<file path="config.mk">
export PLATFORM = sky130hd
export DESIGN_NAME = obt_transceiver
export DESIGN_NICKNAME = d
export VERILOG_FILES = /design/src/rtl/obt_pkg.sv /design/src/rtl/obt_transceiver.sv
export VERILOG_INCLUDE_DIRS = /design/src /design/src/rtl
export SDC_FILE = /design/constraint.sdc
export NUM_CORES = 1
export LEC_CHECK = 0
export ABC_CLOCK_PERIOD_IN_PS = 4450
export BUFFER_PORTS_ARGS = -buffer_cell sky130_fd_sc_hd__buf_2
export CAP_MARGIN = 25
export CORE_MARGIN = 1
export CORE_UTILIZATION = 50
export CTS_BUF_LIST = sky130_fd_sc_hd__clkbuf_4 sky130_fd_sc_hd__clkbuf_8
export DETAILED_ROUTE_END_ITERATION = 6
export PLACE_DENSITY = 0.78
export REMOVE_ABC_BUFFERS = 1
export SLEW_MARGIN = 20
export SYNTH_ARGS = -nofsm -noshare
export SYNTH_HDL_FRONTEND = slang
export SYNTH_SLANG_ARGS = --single-unit
</file>
<file path="constraint.sdc">
create_clock -name i_mclk -period 4.45 [get_ports i_mclk]
set_input_delay 0.89 -clock i_mclk [delete_from_list [all_inputs] [get_ports i_mclk]]
set_output_delay 0.89 -clock i_mclk [all_outputs]
set_load 0.02 [all_outputs]
</file>
<file path="src/rtl/obt_defines.svh">
// Register offsets, field positions and reset values of the transceiver
`ifndef OBT_DEFINES_SVH
`define OBT_DEFINES_SVH

// ------------------------------------------------------------
// Register byte offsets
// ------------------------------------------------------------
`define OBT_CTRL_OFS 12'h000
`define OBT_STATUS_OFS 12'h004
`define OBT_LOG_OFS 12'h008

// ------------------------------------------------------------
// Field positions
// ------------------------------------------------------------
`define OBT_CTRL_LOG_EN_BIT 0
`define OBT_ST_AB_LSB 0
`define OBT_ST_BA_LSB 8
`define OBT_ST_OE_N_BIT 16
`define OBT_ST_DIR_BIT 17
`define OBT_ST_EMPTY_BIT 18
`define OBT_ST_FULL_BIT 19
`define OBT_ST_OVF_BIT 20

// ------------------------------------------------------------
// Reset values and sizes
// ------------------------------------------------------------
`define OBT_CTRL_RST 1'h0
`define OBT_STORE_RST 8'h00
`define OBT_LOG_DEPTH 4

`endif

</file>
<file path="src/rtl/obt_pkg.sv">
// Types shared by the octal registered bus transceiver
package obt_pkg;

   // ------------------------------------------------------------
   // Pin-level control group
   // ------------------------------------------------------------
   typedef struct packed {
      logic oe_n;       // Output enable, active low
      logic dir;        // High drives B, low drives A
      logic a_to_b_source_select;
      logic b_to_a_source_select;
   } obt_ctrl_t;

   // ------------------------------------------------------------
   // Stored register pair
   // ------------------------------------------------------------
   typedef struct packed {
      logic [7:0] a_to_b;  // Last A-side capture
      logic [7:0] b_to_a;  // Last B-side capture
   } obt_store_t;

endpackage

</file>
<file path="src/rtl/obt_transceiver.sv">
// Octal registered bus transceiver with APB status and capture log FIFO
//
// Contract
// - Capture clock rise loads its bus register
// - Output enable high tristates both sides
// - Captures continue while outputs are disabled
// - Enabled, direction high: drive B side
// - Enabled, direction low: drive A side
// - B shows live A when select low
// - B shows A-to-B register when select high
// - A shows live B when select low
// - A shows B-to-A register when select high
// - New stored value appears on driven side
// - Registers load every edge, in any mode
// - Registers hold between capture edges
// - Input-side data storable in either/both registers
`timescale 1ns/1ps
`include "obt_defines.svh"

// ------------------------------------------------------------
// Small synchronous FIFO
// ------------------------------------------------------------
module obt_fifo #(
   parameter int WIDTH = 8,
   parameter int DEPTH = 4
) (
   // Clock and reset
   input wire logic i_mclk,
   input wire logic i_rst_n,
   // Fill side
   input wire logic i_valid,
   output logic o_ready,
   input wire logic [WIDTH-1:0] i_data,
   // Drain side
   output logic o_valid,
   input wire logic i_ready,
   output logic [WIDTH-1:0] o_data
);
   localparam int AW = (DEPTH > 1) ? $clog2(DEPTH) : 1;

   logic [WIDTH-1:0] mem_q [DEPTH];  // Storage words
   logic [AW-1:0] wr_q, wr_d;        // Write pointer
   logic [AW-1:0] rd_q, rd_d;        // Read pointer
   logic [AW:0] cnt_q, cnt_d;        // Fill level
   logic push, pop;

   // Flags straight from the fill level
   assign o_ready = (cnt_q != (AW+1)'(DEPTH));
   assign o_valid = (cnt_q != '0);
   assign o_data = mem_q[rd_q];
   assign push = i_valid && o_ready;
   assign pop = o_valid && i_ready;

   // ------------------------------------------------------------
   // Pointer and level update
   // ------------------------------------------------------------
   always_comb begin
      wr_d = wr_q;
      rd_d = rd_q;
      cnt_d = cnt_q;
      // Wrap explicitly so depths other than a power of two work
      if (push) begin
         wr_d = (wr_q == AW'(DEPTH - 1)) ? '0 : wr_q + AW'(1);
      end
      if (pop) begin
         rd_d = (rd_q == AW'(DEPTH - 1)) ? '0 : rd_q + AW'(1);
      end
      if (push && !pop) begin
         cnt_d = cnt_q + (AW+1)'(1);
      end else if (pop && !push) begin
         cnt_d = cnt_q - (AW+1)'(1);
      end
   end

   // Register pointers; storage needs no reset
   always_ff @(posedge i_mclk) begin
      if (!i_rst_n) begin
         wr_q <= '0;
         rd_q <= '0;
         cnt_q <= '0;
      end else begin
         wr_q <= wr_d;
         rd_q <= rd_d;
         cnt_q <= cnt_d;
      end
      if (push) begin
         mem_q[wr_q] <= i_data;
      end
   end
endmodule

// ------------------------------------------------------------
// Transceiver top
// ------------------------------------------------------------
module obt_transceiver #(
   parameter int LOG_DEPTH = `OBT_LOG_DEPTH
) (
   // Clock and reset
   input wire logic i_mclk,
   input wire logic i_rst_n,
   // Control pins
   input wire logic i_oe_n,
   input wire logic i_dir,
   input wire logic i_a_to_b_capture_clock,
   input wire logic i_b_to_a_capture_clock,
   input wire logic i_a_to_b_source_select,
   input wire logic i_b_to_a_source_select,
   // A side lines
   input wire logic [7:0] i_a_side_lines,
   output logic [7:0] o_a_side_lines,
   output logic o_a_side_oe,
   // B side lines
   input wire logic [7:0] i_b_side_lines,
   output logic [7:0] o_b_side_lines,
   output logic o_b_side_oe,
   // Log back-pressure
   output logic o_log_ready,
   // APB slave
   input wire logic i_psel,
   input wire logic i_penable,
   input wire logic i_pwrite,
   input wire logic [11:0] i_paddr,
   input wire logic [31:0] i_pwdata,
   output logic [31:0] o_prdata,
   output logic o_pready,
   output logic o_pslverr
);
   // ------------------------------------------------------------
   // Declarations
   // ------------------------------------------------------------
   obt_pkg::obt_ctrl_t ctrl;           // Pin control bundle
   obt_pkg::obt_store_t store_q;       // Stored register pair
   obt_pkg::obt_store_t store_d;
   logic ab_prev_q, ab_prev_d;         // Previous capture clock levels
   logic ba_prev_q, ba_prev_d;
   logic ab_rise, ba_rise;             // Capture clock rising edges
   logic [7:0] a_out_q, a_out_d;       // A side drive value
   logic [7:0] b_out_q, b_out_d;       // B side drive value
   logic a_oe_q, a_oe_d;               // A side driving
   logic b_oe_q, b_oe_d;               // B side driving
   logic log_en_q, log_en_d;           // Capture logging enable
   logic ovf_q, ovf_d;                 // Sticky log overflow
   logic lrdy_q;                       // Registered log ready
   logic [31:0] prdata_q, prdata_d;    // APB read data
   logic pready_q, pready_d;
   logic pslverr_q, pslverr_d;
   logic setup, access_done;           // APB phases
   logic log_push, log_rdy;            // FIFO fill side
   logic log_valid, log_pop;           // FIFO drain side
   logic [7:0] log_data;

   assign ctrl = '{oe_n: i_oe_n, dir: i_dir,
                   a_to_b_source_select: i_a_to_b_source_select,
                   b_to_a_source_select: i_b_to_a_source_select};

   // Capture clocks are sampled by the system clock
   assign ab_rise = i_a_to_b_capture_clock && !ab_prev_q;
   assign ba_rise = i_b_to_a_capture_clock && !ba_prev_q;

   // ------------------------------------------------------------
   // Capture registers and bus drivers
   // ------------------------------------------------------------
   always_comb begin
      ab_prev_d = i_a_to_b_capture_clock;
      ba_prev_d = i_b_to_a_capture_clock;
      // Hold unless the matching clock rises
      store_d = store_q;
      // Each register loads its bus, whatever the mode or driver
      if (ab_rise) begin
         store_d.a_to_b = i_a_side_lines;
      end
      if (ba_rise) begin
         store_d.b_to_a = i_b_side_lines;
      end
      // Drivers follow enable and direction
      b_oe_d = !ctrl.oe_n && ctrl.dir;
      a_oe_d = !ctrl.oe_n && !ctrl.dir;
      // Next stored value used so a new capture shows at once
      if (ctrl.a_to_b_source_select) begin
         b_out_d = store_d.a_to_b;
      end else begin
         b_out_d = i_a_side_lines;
      end
      if (ctrl.b_to_a_source_select) begin
         a_out_d = store_d.b_to_a;
      end else begin
         a_out_d = i_b_side_lines;
      end
   end

   // Register capture and drive state
   always_ff @(posedge i_mclk) begin
      if (!i_rst_n) begin
         store_q <= {`OBT_STORE_RST, `OBT_STORE_RST};
         ab_prev_q <= 1'b0;
         ba_prev_q <= 1'b0;
         a_out_q <= 8'h00;
         b_out_q <= 8'h00;
         a_oe_q <= 1'b0;
         b_oe_q <= 1'b0;
      end else begin
         store_q <= store_d;
         ab_prev_q <= ab_prev_d;
         ba_prev_q <= ba_prev_d;
         a_out_q <= a_out_d;
         b_out_q <= b_out_d;
         a_oe_q <= a_oe_d;
         b_oe_q <= b_oe_d;
      end
   end

   // ------------------------------------------------------------
   // Capture log FIFO
   // ------------------------------------------------------------
   // Logs A-to-B captures; a full log never blocks the capture itself
   assign log_push = log_en_q && ab_rise;

   obt_fifo #(
      .WIDTH(8),
      .DEPTH(LOG_DEPTH)
   ) u_log (
      .i_mclk(i_mclk),
      .i_rst_n(i_rst_n),
      .i_valid(log_push),
      .o_ready(log_rdy),
      .i_data(i_a_side_lines),
      .o_valid(log_valid),
      .i_ready(log_pop),
      .o_data(log_data)
   );

   // ------------------------------------------------------------
   // APB slave, one wait-free access phase
   // ------------------------------------------------------------
   assign setup = i_psel && !i_penable;
   assign access_done = i_psel && i_penable && pready_q;
   // Reading the log pops it at the completing edge
   assign log_pop = access_done && !i_pwrite &&
                    (i_paddr == `OBT_LOG_OFS);

   always_comb begin
      log_en_d = log_en_q;
      ovf_d = ovf_q;
      prdata_d = prdata_q;
      pready_d = setup;
      pslverr_d = 1'b0;
      // Register writes take effect at the completing edge
      if (access_done && i_pwrite) begin
         if (i_paddr == `OBT_CTRL_OFS) begin
            log_en_d = i_pwdata[`OBT_CTRL_LOG_EN_BIT];
         end else if (i_paddr == `OBT_STATUS_OFS &&
                      i_pwdata[`OBT_ST_OVF_BIT]) begin
            ovf_d = 1'b0;
         end
      end
      // Lost log entry; set wins over a same-cycle clear
      if (log_push && !log_rdy) begin
         ovf_d = 1'b1;
      end
      // Read data and error prepared during setup
      if (setup) begin
         prdata_d = 32'h0000_0000;
         unique case (i_paddr)
            `OBT_CTRL_OFS: begin
               prdata_d[`OBT_CTRL_LOG_EN_BIT] = log_en_q;
            end
            `OBT_STATUS_OFS: begin
               prdata_d[`OBT_ST_AB_LSB +: 8] = store_q.a_to_b;
               prdata_d[`OBT_ST_BA_LSB +: 8] = store_q.b_to_a;
               prdata_d[`OBT_ST_OE_N_BIT] = ctrl.oe_n;
               prdata_d[`OBT_ST_DIR_BIT] = ctrl.dir;
               prdata_d[`OBT_ST_EMPTY_BIT] = !log_valid;
               prdata_d[`OBT_ST_FULL_BIT] = !log_rdy;
               prdata_d[`OBT_ST_OVF_BIT] = ovf_q;
            end
            `OBT_LOG_OFS: begin
               // Empty log reads as zero and pops nothing
               prdata_d[7:0] = log_valid ? log_data : 8'h00;
            end
            default: begin
               pslverr_d = 1'b1;
            end
         endcase
      end
   end

   // Register the bus-facing state
   always_ff @(posedge i_mclk) begin
      if (!i_rst_n) begin
         log_en_q <= `OBT_CTRL_RST;
         ovf_q <= 1'b0;
         lrdy_q <= 1'b0;
         prdata_q <= 32'h0000_0000;
         pready_q <= 1'b0;
         pslverr_q <= 1'b0;
      end else begin
         log_en_q <= log_en_d;
         ovf_q <= ovf_d;
         lrdy_q <= log_rdy;
         prdata_q <= prdata_d;
         pready_q <= pready_d;
         pslverr_q <= pslverr_d && pready_d;
      end
   end

   // ------------------------------------------------------------
   // Outputs, all from flip-flops
   // ------------------------------------------------------------
   assign o_a_side_lines = a_out_q;
   assign o_a_side_oe = a_oe_q;
   assign o_b_side_lines = b_out_q;
   assign o_b_side_oe = b_oe_q;
   assign o_log_ready = lrdy_q;
   assign o_prdata = prdata_q;
   assign o_pready = pready_q;
   assign o_pslverr = pslverr_q;
endmodule

</file>
; Word-level counts from Yosys, hierarchy flattened
; Memory sizes are Yosys's and may differ from the RTL's. A register that Yosys moved wholly into a read port is not among the register bits.
; Index checks and enable logic that the tools add are counted.
[word_totals]
ff_bits = 69
latchBits = 0
ramBits = 32
rom_bits = 0
inputBits = 71
output_inout_bits = 53
word_cells = 86
mem_count = 1
[mem_list]
columns = memory, depth, width, rd, rd_clocked_by_memory_dff, write_ports, line
row1 = u_log.mem_q, 4, 8, 1, 1, 1, obt_transceiver.sv:41  ; logic [WIDTH-1:0] mem_q [DEPTH];
[op_classes]
addsub = 4
n_mul = 0
div_mod_pow = 0
magnitude_cmp = 0
eq_ne = 6
shift = 0
mux = 22
bitwise = 0
n_reduce_logical = 36
[op_table]
columns = operator, count
row1 = 2-to-1 mux 8 bit, 5
row2 = logical AND 1 bit, 18
row3 = one-hot mux 7 bit (2 select lines), 1
row4 = 2-to-1 mux 13 bit, 1
row5 = == test 12 x 3 -> 1 bit (second input constant), 1
row6 = == test 12 x 4 -> 1 bit (second input constant), 1
row7 = zero test 12 bit, 1
row8 = zero test 1 bit, 10
row9 = 2-to-1 mux 1 bit, 8
row10 = 2-to-1 mux 2 bit, 4
row11 = 2-to-1 mux 3 bit, 2
row12 = nonzero test 2 bit, 3
row13 = adder 2 x 1 -> 2 bit (second input constant), 2
row14 = == test 2 bit (second input constant), 2
row15 = adder 3 x 1 -> 3 bit (second input constant), 1
row16 = inequality test 3 bit (second input constant), 1
row17 = one-hot mux 1 bit (3 select lines), 1
row18 = AND reduction 3 bit, 1
row19 = nonzero test 3 bit, 1
row20 = OR reduction 3 bit, 1
row21 = subtractor 3 x 1 -> 3 bit (second input constant), 1
row22 = inequality test 2 x 1 -> 1 bit (second input constant), 1
row23 = AND reduction 2 bit, 1

; Depth between registers and ports, before layout
[logic_depth]
depth_word = 8
depth_mapped = 10
depth_no_buf = 9

; Cells and area by module
; Synthesis repeated with hierarchy kept, for this count alone.
[hier_totals]
hier_cells = 370
hier_area_um2 = 4137.7
[modules_own_cells]
columns = mod, n_inst, cells_each, area_each_um2, seq_area_each_um2
row1 = obt_transceiver, 1, 277, 2502.4, 1241.2
row2 = obt_fifo, 1, 93, 1635.3, 1141.1

; Worst setup path after synthesis
; OpenSTA, ideal clock, no wires.
[synth_path]
path_kind = input to register
from = input i_paddr[2]
to = register u_log.cnt_q[2]
setup_ns = 0.070
arrival_time_ns = 2.956
required_time_ns = 4.380
path_slack_ns = 1.424
stages = 9
n_path_buf = 0
cell_sequence = or4b_2 nor4_4 nand2_1 ha_1 inv_1 fa_1 xor2_1 or3_1 a21oi_1
[synth_via]
elab_chain_len = 6
elab_cells_between_ends = 8
cone_classes = eq/ne (1) / mux (1) / reduce/logical (6)
[synth_lines]
columns = element, line
row1 = "start, declared", obt_transceiver.sv:122  ; input wire logic [11:0] i_paddr,
row2 = == test 12 x 4 -> 1 bit *, n/a
row3 = logical AND 1 bit *, obt_transceiver.sv:238  ; assign log_pop = access_done && !i_pwrite &&
row4 = logical AND 1 bit *, obt_transceiver.sv:52  ; assign pop = o_valid && i_ready;
row5 = zero test 1 bit, obt_transceiver.sv:68  ; if (push && !pop) begin
row6 = logical AND 1 bit, obt_transceiver.sv:68
row7 = 2-to-1 mux 3 bit / nonzero test 2 bit (equally long branches), n/a
row8 = "end signal, assigned", obt_transceiver.sv:84  ; cnt_q <= cnt_d;
row9 = "end, declared", obt_transceiver.sv:44  ; logic [AW:0] cnt_q, cnt_d;
; Mark *: on every way between the ends. The rest lies on a longest branch, timed or not.
; A chain may end at the register's enable or synchronous reset.

; Final worst setup path
; Same ends and word-level chain as after synthesis.

==> metrics.md <==
| Metric | Value |
|---|---|
| Fmax | `311 MHz` |
| First-pass GRT wire length | `14,200 um` |
| Most frequent cells after synthesis | `71 x dfxtp_1, 57 x nand2_1, 51 x a21oi_1, 32 x edfxtp_1, 25 x nand3_1` |
| Register area share after synthesis | `0.586` |
| RSZ-0062 raised after global routing | `false` |
| Die area | `8500 um2` |
| Final GP Congestion | `0.745` |
| # setup viols final | `0` |
| Hold-fix buffers, CTS | `0` |
| Data arrival, critical path | `3.50 ns` |
| Synthesized area | `4070 um2` |
| Leak | `1.95 nW` |
| Post-route ant nets | `0` |
| Crit path cell chain | `buf_2 -> or4b_2 -> nor4_4 -> nand2_1 -> ha_1 -> inv_1 -> fa_1 -> xor2_1 -> or3_1 -> a21oi_1` |
| Cells resized by post-CTS repair | `0` |
| Required time worst endpoint | `4.73 ns` |
| Tcrit/Tclk final | `0.723` |
| Number of synthesized flops with an enable pin | `32` |
| CP peak stage delay | `0.78 ns` |
| Cell area power density | `378 nW/um2` |
| Relative slew slack | `0.410` |
| Fin Clk Skew | `0.0103 ns` |
| Worst VDD drop | `205 uV` |
| Final Power | `0.00177 W` |
| Fin crit period | `3.22 ns` |
| Detailed-router iteration count before antenna repair | `4` |
| Crit Reg-Reg Startpoint | `u_log.cnt_q[0]` |
| Crit start category | `input pin` |
| Vias in the first global route | `2,952` |
| Drc violations | `0` |
| Row cnt | `32` |
| Largest net degree at the start of global routing | `42` |
| Critical path's slowest cell | `or4b_2` |
| Post-Syn Area per Cell | `10.9 um2` |
| Critical path origin | `i_paddr[2]` |
| Max Root-Sink Buffers | `2` |
| Drt wl/cell | `15.9 um` |
| Core Region | `7810 um2` |
| Tot GR Track Use | `0.217` |
| Top-area cell type share of the netlist area | `0.350` |
| Drt via density | `5.43` |
| Detailed Route WL | `8770 um` |
| Antenna Cells | `0` |
| CP Max Fanout | `14` |
| H-tree depth | `3` |
| Share of cells above drive strength 1 | `0.288` |
| Worst hold slack | `0.460 ns` |
| Post-CTS Setup Inserts | `0` |
| Max Cap Violations | `0` |
| # port buffers | `82` |
| Status | `finished, final reports clean` |
| Final net count | `521` |
| Top FF cell, synth | `dfxtp_1` |
| Final Hold Fails | `0` |
| Dominant cells by area after synthesis | `dfxtp_1 35%, edfxtp_1 24%, a21oi_1 6.3%` |
| CTS tree | `built` |
| Number of antenna violations at the first check in global routing | `0` |
| Top cell type by total area after synthesis | `dfxtp_1` |
| Hold path start | `o_prdata[20]` |
| Io pins | `124` |
| # clock sinks | `103` |
| Clock transition at path regs | `0.09 ns` |
| Area growth from synthesis to layout | `15.6%` |
| Min-Delay Path Class | `reg2reg` |
| Yosys warning count | `0` |
| Starting density of the core | `0.521` |
| Asr flop ratio synth | `0` |
| Post-DP HPWL | `6060 um` |
| Slew at the pin closest to its max-slew limit | `0.883 ns` |
| Die X | `92.2 um` |
| Cells after synthesis | `372` |
| Synthesis-stage register bit count | `103` |
| CP endpoint kind | `flip-flop` |
| Post-synthesis cell type count | `45` |
| Setup CP Type | `in2reg` |
| CTS Buf Count | `9` |
| TNS Setup | `0 ns` |
| Total gr overflow | `0` |
| DR vias | `2,984` |
| Die height | `92.2 um` |
| Clock Latency Late Sink | `0.36 ns` |
| Root buffer cell | `clkbuf_8` |
| Count of pins over their slew limit | `0` |
| Drt first-iter violations | `157` |
| Most frequent cell after synthesis | `dfxtp_1` |
final timing paths:
path                                        to  slack, ns  depth (start not counted)
worst max-delay path            u_log.cnt_q[2]       1.23                         10
worst min register to register    o_prdata[20]       0.46                          2
worst max register to register  u_log.cnt_q[2]       1.85                          9
worst min-delay path              o_prdata[20]       0.46                          2
worst max-delay path, delay by kind of cell:
kind	cells	cell delay (ns)
buffers and inverters	2	0.28
AO/OA/AOI/OAI	1	0.15
XOR/XNOR	1	0.08
adder cells (fa/ha/maj)	2	0.42
AND/OR/NAND/NOR	4	1.68
cells in the final DEF (no fill, tap or decap), drive strengths merged, types with 3 or more instances in the layout:
cell,n
nor3,3
nor2,12
mux4,8
dfxtp,71
clkbuf,10
nor2b,3
o21ai,8
nor4,3
nand2b,3
ha,6
buf,84
nand4,3
a22o,11
edfxtp,32
nand2,57
or4,3
and2,8
mux2i,3
a21oi,51
inv,9
nand3,25
conb,11
cell families after synthesis:
| group | count (synthesis) | synth area share |
|---|---|---|
| other cells | 1 | 0.000922 |
| simple gates | 128 | 0.165 |
| fa+ha+maj | 7 | 0.0234 |
| xor+xnor | 2 | 0.00431 |
| buf+inv | 41 | 0.0502 |
| mux | 12 | 0.0545 |
| compound gates | 78 | 0.116 |
| flops | 103 | 0.586 |
registers in the layout (all words and copies together), names as in the netlist, named ones only:
name,cells
o_b_side_oe,1
o_log_ready,1
ab_prev_q,1
o_prdata,21
u_log.rd_q,2
u_log.mem_q,32
o_a_side_lines,8
log_en_q,1
o_b_side_lines,8
ovf_q,1
o_pready,1
u_log.cnt_q,3
ba_prev_q,1
u_log.wr_q,2
o_pslverr,1
o_a_side_oe,1
store_q,16
final cells by class:
| class | instances | area (um2) |
|---|---|---|
| tap | 102 | 128 |
| timing repair buffer | 84 | 425 |
| clock buffer | 10 | 131 |
| fill | 656 | 3110 |
| multi-input combinational | 238 | 1520 |
| inverter | 7 | 26.3 |
| clock inverter | 6 | 90.1 |
| sequential | 103 | 2380 |
through the flow:
| stage | instances | area [um2] | util | setup slack (ns) |
|---|---|---|---|---|
| after floorplan | 348 | 3930 | - | 1.40 |
| after CTS | 550 | 4700 | 0.602 | 1.22 |
| after global routing | 550 | 4700 | 0.602 | 1.05 |
| final | 550 | 4700 | 0.602 | 1.23 |
| after global placement | 534 | 4480 | 0.574 | 0.951 |
| after detailed placement | 534 | 4480 | 0.574 | 0.883 |
routing by layer:
metal | GRT usage | share of wire
met1 | 0.279 | 0.43
met2 | 0.369 | 0.50
met4 | 0.0820 | 0.0095
met3 | 0.0357 | 0.059
met5 | 0 | 0
where the power goes:
group	internal [W]	switching, W
clock	0.000327	0.000311
combinational	0.0000420	0.0000930
sequential	0.000989	0.0000119
Power figures use the tool's default switching activity.
